--- config.mk ---
export PLATFORM = sky130hd
export DESIGN_NAME = itf_timing
export DESIGN_NICKNAME = d
export VERILOG_FILES = /design/src/logic/itf_timing.v /design/src/logic/itf_decode.v /design/src/logic/itf_flags.v
export VERILOG_INCLUDE_DIRS = /design/src /design/src/logic
export SDC_FILE = /design/constraint.sdc
export NUM_CORES = 1
export LEC_CHECK = 0
export BUFFER_PORTS_ARGS = -buffer_cell sky130_fd_sc_hd__buf_2
export CAP_MARGIN = 20
export CORE_AREA = 5 5 87 89
export CTS_CLUSTER_DIAMETER = 40
export CTS_CLUSTER_SIZE = 28
export DETAILED_ROUTE_END_ITERATION = 10
export DIE_AREA = 0 0 92 94
export PLACE_DENSITY = 0.76
export SLEW_MARGIN = 20
export SYNTH_ARGS = -nofsm -noshare
export SYNTH_HDL_FRONTEND = slang
export SYNTH_HIERARCHICAL = 1
export SYNTH_SLANG_ARGS = --single-unit
--- constraint.sdc ---
create_clock -name clock -period 1.6 [get_ports clock]
set_input_delay 0.24 -clock clock [delete_from_list [all_inputs] [get_ports clock]]
set_output_delay 0.24 -clock clock [all_outputs]
set_load 0.005 [all_outputs]
--- src/logic/itf_map.vh ---
// Purpose: constants for the integer instruction timing and flag decoder
// Assumes: included by bare name from the design files
// Notes: definitions only
`ifndef ITF_MAP_VH
`define ITF_MAP_VH
// flag actions, 3 bits each
`define ITF_ACT_KEEP 3'h0
`define ITF_ACT_MOD 3'h1
`define ITF_ACT_CLR 3'h2
`define ITF_ACT_SET 3'h3
`define ITF_ACT_UND 3'h4
// flag slots in the 27-bit action vector, slot times three
`define ITF_F_OF 0
`define ITF_F_DF 1
`define ITF_F_IF 2
`define ITF_F_TF 3
`define ITF_F_SF 4
`define ITF_F_ZF 5
`define ITF_F_AF 6
`define ITF_F_PF 7
`define ITF_F_CF 8
`define ITF_NFLAGS 9
// instruction classes
`define ITF_C_NONE 5'h00
`define ITF_C_AAA 5'h01
`define ITF_C_AAD 5'h02
`define ITF_C_AAM 5'h03
`define ITF_C_AAS 5'h04
`define ITF_C_ADC 5'h05
`define ITF_C_ADD 5'h06
`define ITF_C_AND 5'h07
`define ITF_C_ARPL 5'h08
`define ITF_C_BOUND 5'h09
`define ITF_C_BT 5'h0a
`define ITF_C_BTC 5'h0b
// base counts in core clocks
`define ITF_CYC_ASCII 8'h07
`define ITF_CYC_AAM_MIN 8'h0d
`define ITF_CYC_AAM_MAX 8'h15
`define ITF_CYC_ALU 8'h01
`define ITF_CYC_ARPL 8'h09
`define ITF_CYC_BND_IN 8'h0b
`define ITF_CYC_BND_OUT 8'h14
`define ITF_CYC_BT_IMM 8'h02
`define ITF_CYC_BTC_IMM 8'h03
`define ITF_CYC_BIT_REG 8'h05
`define ITF_CYC_BIT_MEM 8'h06
// penalties in core clocks
`define ITF_PEN_TWO_REG 8'h01
`define ITF_PEN_MIS_ONE 8'h01
`define ITF_PEN_MIS_RMW 8'h02
`define ITF_PEN_NC_2X 8'h02
`define ITF_PEN_NC_3X 8'h04
// opcode bytes
`define ITF_OP_AAA 8'h37
`define ITF_OP_AAS 8'h3f
`define ITF_OP_AAD 8'hd5
`define ITF_OP_AAM 8'hd4
`define ITF_OP_BASE10 8'h0a
`define ITF_OP_ARPL 8'h63
`define ITF_OP_BOUND 8'h62
`define ITF_OP_ESC 8'h0f
`define ITF_OP_BITGRP 8'hba
`define ITF_OP_BT 8'ha3
`define ITF_OP_BTC 8'hbb
`define ITF_OP_IMMGRP 6'h20
`define ITF_REG_ADD 3'h0
`define ITF_REG_ADC 3'h2
`define ITF_REG_AND 3'h4
`define ITF_REG_BT 3'h4
`define ITF_REG_BTC 3'h7
`endif

--- src/logic/itf_timing.v ---
// Purpose: cycle count and flag effects for integer instructions AAA..BTC
// Assumes: one instruction offered per issue pulse, inputs synchronous
// Notes: counts in core clocks; results held until next issue, done follows issue one clock later
`timescale 1ns/1ns
`default_nettype none
`include "itf_map.vh"
module itf_timing (
    // clock and reset
    input wire clock,
    input wire resetn,
    // instruction in
    input wire issue,
    input wire [7:0] op0,
    input wire [7:0] op1,
    input wire [7:0] op2,
    // execution context
    input wire prot_mode,
    input wire two_reg_ea,
    input wire misaligned,
    input wire rmw_access,
    input wire uncached,
    input wire lock_prefix,
    input wire core_ratio_3x,
    input wire bound_out,
    input wire [3:0] aam_extra,
    input wire [7:0] int_cost,
    // results
    output reg done,
    output reg [7:0] cycles_q,
    output reg [26:0] flag_act_q,
    output reg [4:0] class_q,
    output reg invalid_q,
    output reg trap5_q
);
    // -------------------------------------------------------------
    // decode and flag table
    // -------------------------------------------------------------
    wire [4:0] iclass; // decoded class
    wire imm_form; // immediate form
    wire mem_form; // memory operand
    wire [26:0] actions; // flag actions
    itf_decode u_dec (
        .op0(op0),
        .op1(op1),
        .op2(op2),
        .iclass(iclass),
        .imm_form(imm_form),
        .mem_form(mem_form)
    );
    itf_flags u_flg (
        .iclass(iclass),
        .actions(actions)
    );
    // -------------------------------------------------------------
    // base count
    // -------------------------------------------------------------
    reg [7:0] base; // core clocks before penalties
    reg bad; // not valid in this mode
    reg [7:0] aam_cyc; // clamped aam count
    always @* begin
        base = 8'h00;
        bad = 1'b0;
        // data dependent part, capped at the documented top
        aam_cyc = `ITF_CYC_AAM_MIN + {4'h0, aam_extra};
        if (aam_cyc > `ITF_CYC_AAM_MAX) begin
            aam_cyc = `ITF_CYC_AAM_MAX;
        end
        case (iclass)
            `ITF_C_AAA: base = `ITF_CYC_ASCII;
            `ITF_C_AAS: base = `ITF_CYC_ASCII;
            `ITF_C_AAD: base = `ITF_CYC_ASCII;
            `ITF_C_AAM: base = aam_cyc;
            `ITF_C_ADC: base = `ITF_CYC_ALU;
            `ITF_C_ADD: base = `ITF_CYC_ALU;
            `ITF_C_AND: base = `ITF_CYC_ALU;
            `ITF_C_ARPL: begin
                // real mode: refused
                bad = ~prot_mode;
                base = prot_mode ? `ITF_CYC_ARPL : 8'h00;
            end
            `ITF_C_BOUND: begin
                // out of range adds trap cost in protected mode
                if (bound_out) begin
                    base = `ITF_CYC_BND_OUT + (prot_mode ? int_cost : 8'h00);
                end else begin
                    base = `ITF_CYC_BND_IN;
                end
            end
            `ITF_C_BT: begin
                if (imm_form) begin
                    base = `ITF_CYC_BT_IMM;
                end else begin
                    base = mem_form ? `ITF_CYC_BIT_MEM : `ITF_CYC_BIT_REG;
                end
            end
            `ITF_C_BTC: begin
                if (imm_form) begin
                    base = `ITF_CYC_BTC_IMM;
                end else begin
                    base = mem_form ? `ITF_CYC_BIT_MEM : `ITF_CYC_BIT_REG;
                end
            end
            default: bad = 1'b1;
        endcase
    end
    // -------------------------------------------------------------
    // penalties
    // -------------------------------------------------------------
    wire [7:0] pen_ea = two_reg_ea ? `ITF_PEN_TWO_REG : 8'h00;
    wire [7:0] pen_mis = ~misaligned ? 8'h00 :
        (rmw_access ? `ITF_PEN_MIS_RMW : `ITF_PEN_MIS_ONE);
    wire [7:0] pen_nc_amt = core_ratio_3x ? `ITF_PEN_NC_3X : `ITF_PEN_NC_2X;
    wire pay_nc = uncached | lock_prefix; // locked cycles bypass cache
    wire [7:0] pen_nc = pay_nc ? pen_nc_amt : 8'h00;
    wire [7:0] total = base + pen_ea + pen_mis + pen_nc;
    // -------------------------------------------------------------
    // result registers
    // -------------------------------------------------------------
    always @(posedge clock or negedge resetn) begin
        if (!resetn) begin
            done <= 1'b0;
            cycles_q <= 8'h00;
            flag_act_q <= {27{1'b0}};
            class_q <= 5'h00;
            invalid_q <= 1'b0;
            trap5_q <= 1'b0;
        end else begin
            done <= issue;
            if (issue) begin
                class_q <= iclass;
                invalid_q <= bad;
                cycles_q <= bad ? 8'h00 : total;
                flag_act_q <= bad ? {27{1'b0}} : actions;
                trap5_q <= (iclass == `ITF_C_BOUND) & bound_out;
            end
        end
    end
endmodule // itf_timing
`default_nettype wire

--- src/logic/itf_decode.v ---
// Purpose: classify one opcode sequence into an instruction class
// Assumes: opcode bytes already aligned, prefixes stripped
// Notes: pure combinational
`timescale 1ns/1ns
`default_nettype none
`include "itf_map.vh"
module itf_decode (
    // opcode bytes
    input wire [7:0] op0,
    input wire [7:0] op1,
    input wire [7:0] op2,
    // result
    output reg [4:0] iclass,
    output reg imm_form,
    output reg mem_form
);
    // -------------------------------------------------------------
    // decode
    // -------------------------------------------------------------
    // modrm follows op0 for one-byte forms, op1 for 0f forms
    wire [2:0] reg1 = op1[5:3];
    wire [2:0] reg2 = op2[5:3];
    always @* begin
        iclass = `ITF_C_NONE;
        imm_form = 1'b0;
        mem_form = 1'b0;
        if (op0 == `ITF_OP_AAA) begin
            iclass = `ITF_C_AAA;
        end else if (op0 == `ITF_OP_AAS) begin
            iclass = `ITF_C_AAS;
        end else if (op0 == `ITF_OP_AAD && op1 == `ITF_OP_BASE10) begin
            iclass = `ITF_C_AAD;
        end else if (op0 == `ITF_OP_AAM && op1 == `ITF_OP_BASE10) begin
            iclass = `ITF_C_AAM;
        end else if (op0 == `ITF_OP_ARPL) begin
            iclass = `ITF_C_ARPL;
        end else if (op0 == `ITF_OP_BOUND) begin
            iclass = `ITF_C_BOUND;
        end else if (op0[7:2] == `ITF_OP_IMMGRP) begin
            // immediate group 8 [00sw]
            imm_form = 1'b1;
            mem_form = (op1[7:6] != 2'h3);
            case (reg1)
                `ITF_REG_ADD: iclass = `ITF_C_ADD;
                `ITF_REG_ADC: iclass = `ITF_C_ADC;
                `ITF_REG_AND: iclass = `ITF_C_AND;
                default: iclass = `ITF_C_NONE;
            endcase
        end else if (op0[7:6] == 2'h0 && op0[2:1] != 2'h3 && op0[3] == 1'b0) begin
            // nibble-coded alu forms: x0..x5
            mem_form = (op0[2] == 1'b0) && (op1[7:6] != 2'h3);
            imm_form = op0[2];
            case (op0[5:4])
                2'h0: iclass = `ITF_C_ADD;
                2'h1: iclass = `ITF_C_ADC;
                2'h2: iclass = `ITF_C_AND;
                default: iclass = `ITF_C_NONE;
            endcase
        end else if (op0 == `ITF_OP_ESC) begin
            mem_form = (op2[7:6] != 2'h3);
            if (op1 == `ITF_OP_BT) begin
                iclass = `ITF_C_BT;
            end else if (op1 == `ITF_OP_BTC) begin
                iclass = `ITF_C_BTC;
            end else if (op1 == `ITF_OP_BITGRP) begin
                imm_form = 1'b1;
                if (reg2 == `ITF_REG_BT) begin
                    iclass = `ITF_C_BT;
                end else if (reg2 == `ITF_REG_BTC) begin
                    iclass = `ITF_C_BTC;
                end
            end
        end
    end
endmodule // itf_decode
`default_nettype wire

--- src/logic/itf_flags.v ---
// Purpose: per-flag action table for one instruction class
// Assumes: class code from itf_decode
// Notes: nine 3-bit action codes packed by flag slot
`timescale 1ns/1ns
`default_nettype none
`include "itf_map.vh"
module itf_flags (
    // class in
    input wire [4:0] iclass,
    // actions out, slot k at bits 3k+2:3k
    output reg [26:0] actions
);
    // -------------------------------------------------------------
    // table
    // -------------------------------------------------------------
    // helper: build a vector from one action each for of, sf, zf, af, pf, cf; other slots keep
    function [26:0] pack;
        input [2:0] o, s, z, a, p, c;
        begin
            pack = {27{1'b0}};
            pack[3*`ITF_F_OF +: 3] = o;
            pack[3*`ITF_F_SF +: 3] = s;
            pack[3*`ITF_F_ZF +: 3] = z;
            pack[3*`ITF_F_AF +: 3] = a;
            pack[3*`ITF_F_PF +: 3] = p;
            pack[3*`ITF_F_CF +: 3] = c;
        end
    endfunction
    // df, if, tf stay unchanged for all classes here
    always @* begin
        case (iclass)
            `ITF_C_AAA, `ITF_C_AAS: actions = pack(`ITF_ACT_UND, `ITF_ACT_UND,
                `ITF_ACT_UND, `ITF_ACT_MOD, `ITF_ACT_UND, `ITF_ACT_MOD);
            `ITF_C_AAD, `ITF_C_AAM: actions = pack(`ITF_ACT_UND, `ITF_ACT_MOD,
                `ITF_ACT_MOD, `ITF_ACT_UND, `ITF_ACT_MOD, `ITF_ACT_UND);
            `ITF_C_ADC, `ITF_C_ADD: actions = pack(`ITF_ACT_MOD, `ITF_ACT_MOD,
                `ITF_ACT_MOD, `ITF_ACT_MOD, `ITF_ACT_MOD, `ITF_ACT_MOD);
            `ITF_C_AND: actions = pack(`ITF_ACT_CLR, `ITF_ACT_MOD,
                `ITF_ACT_MOD, `ITF_ACT_UND, `ITF_ACT_MOD, `ITF_ACT_CLR);
            `ITF_C_ARPL: actions = pack(`ITF_ACT_KEEP, `ITF_ACT_KEEP,
                `ITF_ACT_MOD, `ITF_ACT_KEEP, `ITF_ACT_KEEP, `ITF_ACT_KEEP);
            `ITF_C_BT, `ITF_C_BTC: actions = pack(`ITF_ACT_KEEP, `ITF_ACT_KEEP,
                `ITF_ACT_KEEP, `ITF_ACT_KEEP, `ITF_ACT_KEEP, `ITF_ACT_MOD);
            default: actions = {27{1'b0}};
        endcase
    end
endmodule // itf_flags
`default_nettype wire

Word-level counts from Yosys, hierarchy flattened
Memories as Yosys holds them, arrays and structs flattened.
Index checks and enable logic that the tools add are counted.
- reductions and logical operators: 11
- equality and inequality tests: 32
- magnitude comparators: 1
- $add $sub $neg: 5
- multiplexer cells: 54
- bitwise logic cells: 5
- operators with widths (cell ; number):
    $mux W5 ; 14
    $pmux W8 S7 ; 1
    $mux W27 ; 2
    $eq A8 B8 Y1 const B ; 5
    $mux W8 ; 3
    $mux W1 ; 22
    $eq A5 B3 Y1 const B ; 4
    $eq A5 B4 Y1 const B ; 4
    $pmux W3 S3 ; 2
    $eq A8 B4 Y1 const B ; 2
    $eq A8 B6 Y1 const B ; 2
    $eq A8 B7 Y1 const B ; 2
    $mux W3 ; 4
    $eq A5 B2 Y1 const B ; 2
    $reduce_or A10 Y1 ; 1
    $eq A3 B3 Y1 const B ; 3
    $add A5 B8 Y8 const A ; 1
    $add A8 B1 Y8 ; 1
    $add A8 B2 Y8 ; 1
    $add A8 B3 Y8 ; 1
    $mux W4 ; 2
    $eq A6 B6 Y1 const B ; 1
    $mux W2 ; 3
    $ne A2 B2 Y1 const B ; 3
    other kinds (14) ; 22
- ROM bits: 224
- register bits after elaboration: 43
- input port bits: 47
- word-level logic and storage cells: 115
- memories kept: 1
- output and inout port bits: 43
- memories (memory ; depth ; bits a word ; read ports ; clocked after Yosys merged registers in ; write ports ; line ; text):
    (name not given) ; 16 ; 14 ; 1 ; 0 ; 0 ; itf_flags.v:31 ; case (iclass)

Logic depth before layout (Yosys ltp)
Gate-level depths: netlist (run 1).
- depth after elaboration: 22
- mapped depth: 19
- mapped depth without buffers: 18

By module
Netlist (run 1), hierarchy kept.
- by module, submodules not included (module ; cells each ; area each (um^2) ; seq. area each (um^2) ; instances):
    itf_timing ; 239 ; 2438.6 ; 1076.0 ; 1
    itf_decode ; 64 ; 465.4 ; 0.0 ; 1
    itf_flags ; 49 ; 359.1 ; 0.0 ; 1

Least setup slack after synthesis (run 1)
OpenSTA, ideal clock, no wires.
- path type: input to register
- from: in op0[4]
- to: reg cycles_q[7]
- setup time: 0.110 ns
- data arrival time: 3.879 ns
- path slack: -2.389 ns
- buffers on the path: 1
- cell stages on the path: 17
- data required time: 1.490 ns
- cell sequence: inv_1 ha_1 and4_4 or4b_1 o211ai_2 clkbuf_1 a21oi_1 o31ai_1 a31oi_1 fa_1 inv_1 ha_1 fa_1 a21oi_1 a21oi_1 and3_1 o41ai_1
- longest elaborated chain between the ends: 17
- elaborated cells on any way between the ends: 64
- those cells by class: add/sub: 3; eq/ne: 21; mux: 34; reduce/logical: 6
- RTL lines (what ; line ; text):
    start, declared ; itf_timing.v:13 ; input wire [7:0] op0,
    $eq A8 B4 Y1 (no line) (tied with other cells) ; -- ;
    $mux W5 or $pmux W3 S3 (tied branches) ; itf_decode.v:59, itf_decode.v:53 ;
    $mux W5 ; itf_decode.v:49 ; end else if (op0[7:6] == 2'h0 && op0[2:1] != 2'h3 && op0[3] == 1'b0) begin
    $mux W5 ; itf_decode.v:39 ; end else if (op0[7:2] == `ITF_OP_IMMGRP) begin
    $mux W5 ; itf_decode.v:37 ; end else if (op0 == `ITF_OP_BOUND) begin
    $mux W5 ; itf_decode.v:35 ; end else if (op0 == `ITF_OP_ARPL) begin
    $mux W5 ; itf_decode.v:33 ; end else if (op0 == `ITF_OP_AAM && op1 == `ITF_OP_BASE10) begin
    $mux W5 ; itf_decode.v:31 ; end else if (op0 == `ITF_OP_AAD && op1 == `ITF_OP_BASE10) begin
    [2 not listed] ; -- ;
    via iclass[0] ; itf_timing.v:38 ; wire [4:0] iclass;
    $eq A5 B3 Y1 (tied with other cells) ; itf_timing.v:68 ; case (iclass)
    $reduce_or A3 Y1 (no line) ; -- ;
    $pmux W8 S7 ; itf_timing.v:68 ;
    $add A8 B1 Y8 ; itf_timing.v:115 ; wire [7:0] total = base + pen_ea + pen_mis + pen_nc;
    $add A8 B2 Y8 ; itf_timing.v:115 ;
    $add A8 B3 Y8 ; itf_timing.v:115 ;
    $mux W8 (*) ; itf_timing.v:132 ; cycles_q <= bad ? 8'h00 : total;
    end signal, assigned ; itf_timing.v:132 ;
    end, declared ; itf_timing.v:29 ; output reg [7:0] cycles_q,
Mark *: on every way through the listed nets, which the timed path passes. The rest lies on a longest branch.
A chain may end at the register's enable or synchronous reset.

Worst setup path after layout (run 1)
- from: in op0[5]
- to: reg cycles_q[7]
The elaborated chain is that of the path after synthesis.

==> results of run 1 <==
[power by group]
| group | internal [mW] | switching [mW] |
|---|---|---|
| clock | 0.458 | 0.361 |
| sequential | 1.11 | 0.0161 |
| combinational | 0.352 | 0.382 |
[repair_timing]
action                                  in CTS  in global routing
resized for setup                           37                 38
endpoints found under the setup margin      27                 27
buffers inserted                             8                 16
cloned                                       3                  0
pin swaps                                   18                 19
[state kept, by name, indices dropped and copies added (netlist names)]
register / count
flag_act_q: 27
cycles_q: 8
class_q: 5
done: 1
invalid_q: 1
trap5_q: 1
[cell usage after synthesis, types with 3 or more instances]
library cell	instances
a2111oi_0	3
a21oi_1	15
a32o_1	3
and2_1	3
and3_1	5
and3_2	3
buf_4	18
buf_6	4
clkbuf_1	12
dfrtp_1	43
fa_1	3
ha_1	16
inv_1	12
mux2_2	6
mux2i_1	3
nand2_1	46
nand2b_1	4
nand3_1	5
nand4_1	6
nor2_1	17
nor2b_1	5
nor3_1	4
o21a_1	3
o21ai_0	6
o2bb2ai_1	33
xnor2_1	4
xor2_1	7
[stage by stage]
| step | hold WS, ns | util (%) | instance area (µm²) | TNS, ns |
|---|---|---|---|---|
| floorplan | -0.0556 | - | 3520 | -24.16 |
| global route | 0.0633 | 74.0 | 4950 | -33.07 |
| finish | 0.00328 | 74.0 | 4950 | -29.25 |
| global placement | 0.334 | 64.4 | 4300 | -33.21 |
| CTS | 0.0235 | 69.5 | 4640 | -22.93 |
| detailed placement | 0.338 | 64.4 | 4300 | -35.17 |
[cells by family after synthesis]
| family | synth area share (%) |
|---|---|
| buf+inv | 9.55 |
| simple gates | 20.4 |
| fa+ha+maj | 7.98 |
| other cells | 0.230 |
| flops | 33.0 |
| xor+xnor | 2.95 |
| mux | 2.99 |
| compound gates | 22.9 |
[worst max-delay path, delay by kind of cell]
family,cells,cell delay (ns)
buf+inv,3,0.22
compound gates,8,1.18
fa+ha+maj,4,1.19
xor+xnor,1,0.19
simple gates,3,0.83
[metal layers]
layer | up-vias | global-route usage [%]
met5 | - | 0
met4 | 0 | 6.31
met3 | 41 | 4.65
met2 | 123 | 36.2
met1 | 1603 | 26.2
li1 | 1568 | -
[final cells by class]
type                    instances  area [µm²]
well taps                      80         100
clock buffers                   6        72.6
clock inverters                 1        30.0
multi-input cells             273        2360
repair buffers                180        1240
fillers                       446        1730
flip-flops and latches         43        1080
inverters                      13        71.3
[worst min-delay path by stage]
stage               cells after the start  slack [ns]    from       endpoint
global placement                        2        0.33  resetn  flag_act_q[7]
global route                            2        0.06  resetn  flag_act_q[7]
floorplan                               0       -0.06  resetn     class_q[0]
CTS                                     2        0.02  resetn      invalid_q
finish                                  2       0.003  resetn    cycles_q[4]
detailed placement                      2        0.34  resetn  flag_act_q[7]
[cell usage in the layout, fill, tap and decap left out, types with 4 or more instances in the layout]
| cell type | count |
|---|---|
| buf_4 | 82 |
| buf_2 | 80 |
| nand2_1 | 43 |
| dfrtp_1 | 43 |
| o2bb2ai_1 | 26 |
| nor2_1 | 15 |
| buf_6 | 15 |
| conb_1 | 14 |
| a21oi_2 | 9 |
| ha_1 | 9 |
| a21oi_1 | 8 |
| inv_1 | 7 |
| xor2_1 | 7 |
| o2bb2ai_2 | 7 |
| nand4_1 | 6 |
| ha_4 | 6 |
| nor2b_1 | 5 |
| or2_4 | 5 |
| clkbuf_8 | 5 |
| nand2b_1 | 4 |
| and3_4 | 4 |
| mux2_2 | 4 |
==> reports/metrics.yaml, run 1 <==
cts_max_level: 2
drive_above_1_share_pct: 54.1
antenna_found_initial: 0
ant_nets: 0
n_antenna_cell: 0
status: "finished, violations left"
vdd_ir_drop_max_mv: 0.370
track_usage_pct: 21.0
cp-end-kind: "flop"
hp-class: "in -> async"
crit_type: "in -> reg"
failed_checks: "setup timing"
timing.reg2reg.setup_slack_ns: 0.82
drt_iter0_drc: 115
clock_sinks: 43
cts_buffers: 5
clock_latency_ns: 0.29
dr_wl_met3_um: 612
cp_slowest_cell: "fa_1"
r2r_start: "class_q[2]"
reg2reg_depth: 1
worst_pin_slew_ns: 0.617
cellPowerDensity_nw_per_um2: 542
grt-ovfl-total: 0
yosys-top-cells-area: "dfrtp_1, o2bb2ai_1, ha_1"
hpwl_mm: 6.55
synth_cell_types: 76
firstDrtPassIters: 4
drc: 0
critPathLaunchType: "primary input"
path_clk_slew_ns: 0.08
r2r_end: "class_q[2]"
avgRoutedWirePerCell_um: 17.5
grt_pass1_wl_mm: 14.8
cts_buffer_depth: 2
fin_cells: 596
endpoint: "cycles_q[7]"
syn-cell-area_um2: 3260
initial_core_util_pct: 48.8
yosysSeqAreaShare_pct: 33.0
gp_congestion: 0.944
wl_met1_mm: 4.08
maxCapViolations: 0
grt_pass1_vias: 3144
finClkSkew_ns: 0
top_layer_used: "met4"
post-synth-top-area-cell: "dfrtp_1"
post-route-period-util_pct: 226
grt_max_degree: 44
clock.fmax_mhz: 276
num_vias: 3335
core-area_um2: 6680
total_power_mw: 2.68
clock-root-buffer: "clkbuf_8"
synth_edf_count: 0
setup_viol: 27
syn_area_per_cell_um2: 9.27
cp.required_ns: 1.80
yosysWarnings: 6
io_pins: 90
syn_inst: 352
ys.flop_type: "dfrtp_1"
period_minus_slack_ns: 3.62
synth.top_cell.area_share_pct: 33.0
wl_mm: 10.4
grt_setup_unrepaired: "true"
async_flop_share_pct: 100
ys_seq_elements: 43
vias_per_cell: 5.60
crit_start: "op0[5]"
area_growth_syn_to_layout_pct: 51.6
relSlewSlack_pct: 57.8
num_rows: 30
die_w_um: 92
setup_ws_ns: -2.02
fp.dieArea_um2: 8650
post-place-cells: 565
path_cells: "buf_12, inv_16, ha_4, nand3b_1, or4_1, o211ai_1, a31o_2, xor2_1, o211ai_1, o31ai_2, a31oi_2, fa_1, inv_2, ha_4, fa_2, a21oi_2, a21oi_2, and3_4, o41ai_2"
cts_tree: "yes"
final_net_count: 582
preCtsSetupSlack_ns: -2.38
io_buffers: 86
p_leak_nw: 2.33
crit_path_max_fanout: 4
wl_met2_mm: 5.34
critical-path-max-stage-delay_ns: 0.55
arrival_ns: 3.82
die_h_um: 94
drv_slew: 0
ctsHoldBuffers: 0
hold_viol: 0
(Power assumes the default switching activity.)
==> inputs of run 2 (changes only) <==
- GPL_ROUTABILITY_DRIVEN: default -> 0
- REMOVE_ABC_BUFFERS: default -> 1
==> reports/metrics.yaml, run 2 (synthesis gave the netlist of run 1 again) <==
cts_max_level: 2  # unchanged
cp_top_family: "adder cells"
io_pins: 90  # unchanged
post_dp_cell_area_um2: 4110  # -4.4%
drc: 0  # unchanged
drt_iter0_drc: 149  # +30%
track_usage_pct: 22.4  # +1.4 points
internal_power_mw: 1.80  # -6.4%
finClkSkew_ns: 0  # unchanged
largest_reg_flops: 27  # unchanged
die_h_um: 94  # unchanged
preCtsSetupSlack_ns: -2.54  # -0.156 ns
post-route-period-util_pct: 230  # +4.2 points
cts_buffers: 5  # unchanged
grt_setup_unrepaired: "true"
grtUsageMet3_pct: 5.53  # +0.88 points
clock_latency_ns: 0.29  # about the same
avgRoutedWirePerCell_um: 17.4  # -0.24%
grt_busiest_layer: "met2"
drv_slew: 0  # unchanged
switching_share_pct: 29.0  # +0.74 points
cp_slowest_cell: "fa_1"
finalHoldWorstSlack_ns: 0.403  # +0.400 ns
area_growth_syn_to_layout_pct: 48.4
cp-end-kind: "flop"
cp.required_ns: 1.79  # about the same
io_buffers: 86  # unchanged
relSlewSlack_pct: 55.0  # -2.8 points
grt_pass1_wl_mm: 15.8  # +6.8%
firstDrtPassIters: 5  # +1
hpwl_mm: 6.44  # -1.7%
arrival_ns: 3.88  # +0.06 ns
clock-root-buffer: "clkbuf_8"
n_antenna_cell: 0  # unchanged
pwr-share-seq_pct: 44.5  # +2.4 points
fin_cells: 584  # -2.0%
critical-path-max-stage-delay_ns: 0.57  # +0.02 ns
post-place-cells: 560  # -0.88%
status: "finished, violations left"
r2r_end: "class_q[3]"
holdCritStartpoint: "int_cost[7]"
vdd_ir_drop_max_mv: 0.624  # +69%
use_met1_pct: 28.1  # +1.9 points
path_clk_slew_ns: 0.07  # about the same
reg.largest.list: "flag_act_q x27, cycles_q x8, class_q x5"
total_power_mw: 2.54  # -5.4%
hold_viol: 0  # unchanged
core-area_um2: 6680  # unchanged
cts_tree: "yes"
final_common_cell: "buf_2"
wl_mm: 10.2  # -2.2%
met2_usage_pct: 37.1  # +0.91 points
setup_tns_ns: -25.93  # +3.32 ns
maxCapViolations: 0  # unchanged
antenna_found_initial: 0  # unchanged
path_cells: "buf_8, inv_6, ha_4, nand3b_1, or4_1, o211ai_1, a31o_2, xor2_1, o211ai_1, buf_4, o31ai_4, a31oi_4, fa_1, inv_2, ha_4, fa_2, a21oi_2, a21oi_2, and3_1, o41ai_2"
clock_sinks: 43  # unchanged
reg2reg_depth: 1  # unchanged
pwr-share-clk_pct: 27.0  # -3.5 points
top_register: "flag_act_q"
fp.dieArea_um2: 8650  # unchanged
worst_pin_slew_ns: 0.675  # +0.0585 ns
final_cell_mix: "buf_2, buf_4, nand2_1"
critPathLaunchType: "primary input"
p_comb_share_pct: 28.4  # +1.1 points
hp-class: "in -> reg"
ant_nets: 0  # unchanged
final_net_count: 570  # -2.1%
crit_path_max_fanout: 6  # +2
period_minus_slack_ns: 3.69  # +0.0665 ns
cellPowerDensity_nw_per_um2: 524  # -3.4%
initial_core_util_pct: 48.8  # unchanged
timing.reg2reg.setup_slack_ns: 0.80  # -0.02 ns
setup_ws_ns: -2.09  # -0.0665 ns
grt_pass1_vias: 3307  # +5.2%
grt-ovfl-total: 0  # unchanged
worstHoldPathCells: 4
clock.fmax_mhz: 271  # -1.8%
cts_buffer_depth: 2  # unchanged
setup_viol: 28  # +3.7%
drive_above_1_share_pct: 52.0  # -2.1 points
r2r_start: "class_q[3]"
post-route-util_pct: 72.5  # -1.6 points
die_w_um: 92  # unchanged
grt_max_degree: 44  # unchanged
switching_power_mw: 0.737  # -3.0%
crit_buf_inv: 4  # +1
p_leak_nw: 2.30  # -1.4%
failed_checks: "setup timing"
design_area_um2: 4840  # -2.1%
crit_type: "in -> reg"
hold_end: "cycles_q[7]"
num_rows: 30  # unchanged
num_vias: 3320  # -0.45%
vias_per_cell: 5.68  # +1.6%
## run 2: how the worst max path moves through the flow
stage,startpoint,endpoint,slack (ns),depth (start not counted)
final,op0[4],cycles_q[7],-2.09,20
after global routing,op0[4],cycles_q[7],-2.20,21
after CTS,op1[2],cycles_q[7],-1.88,18
after detailed placement,op0[4],cycles_q[7],-2.54,17
after global placement,op0[4],cycles_q[7],-2.35,17
after floorplan,op0[4],cycles_q[7],-2.36,16
## run 2: layout make-up
class	instances	area (µm²)
inverters	13	61.3
clock buffers	6	82.6
flip-flops and latches	43	1080
well taps	80	100
clock inverters	1	5.00
fillers	458	1840
repair buffers	171	1200
multi-input cells	270	2310
## run 2: routing by layer
| layer | up-vias | share of wire (%) |
|---|---|---|
| li1 | 1540 | - |
| met1 | 1588 | 40 |
| met2 | 159 | 49 |
| met3 | 33 | 7.8 |
| met4 | 0 | 3.6 |
| met5 | - | 0 |
## run 2: tightest hold or removal path, delay by kind of cell
family,cells,cell delay (ns)
AO/OA/AOI/OAI,2,0.25
buffers and inverters,1,0.08
XOR/XNOR,1,0.08
## run 2: power groups by stage
stage	Clock [mW]	Sequential [mW]	Combinational, mW
floorplan	0	1.15	0.233
global placement	0	1.15	0.543
detailed placement	0	1.15	0.557
CTS	0.714	1.13	0.649
global route	0.757	1.13	0.786
finish	0.685	1.13	0.722
## run 2: repair_timing
| action | in CTS | in global routing |
|---|---|---|
| hold buffers | 1 | 0 |
| setup buffers | 11 | 7 |
| endpoints found under the hold margin | 43 | 0 |
| setup endpoints to repair | 28 | 28 |
| resized for setup | 79 | 34 |
| pin swaps | 28 | 24 |
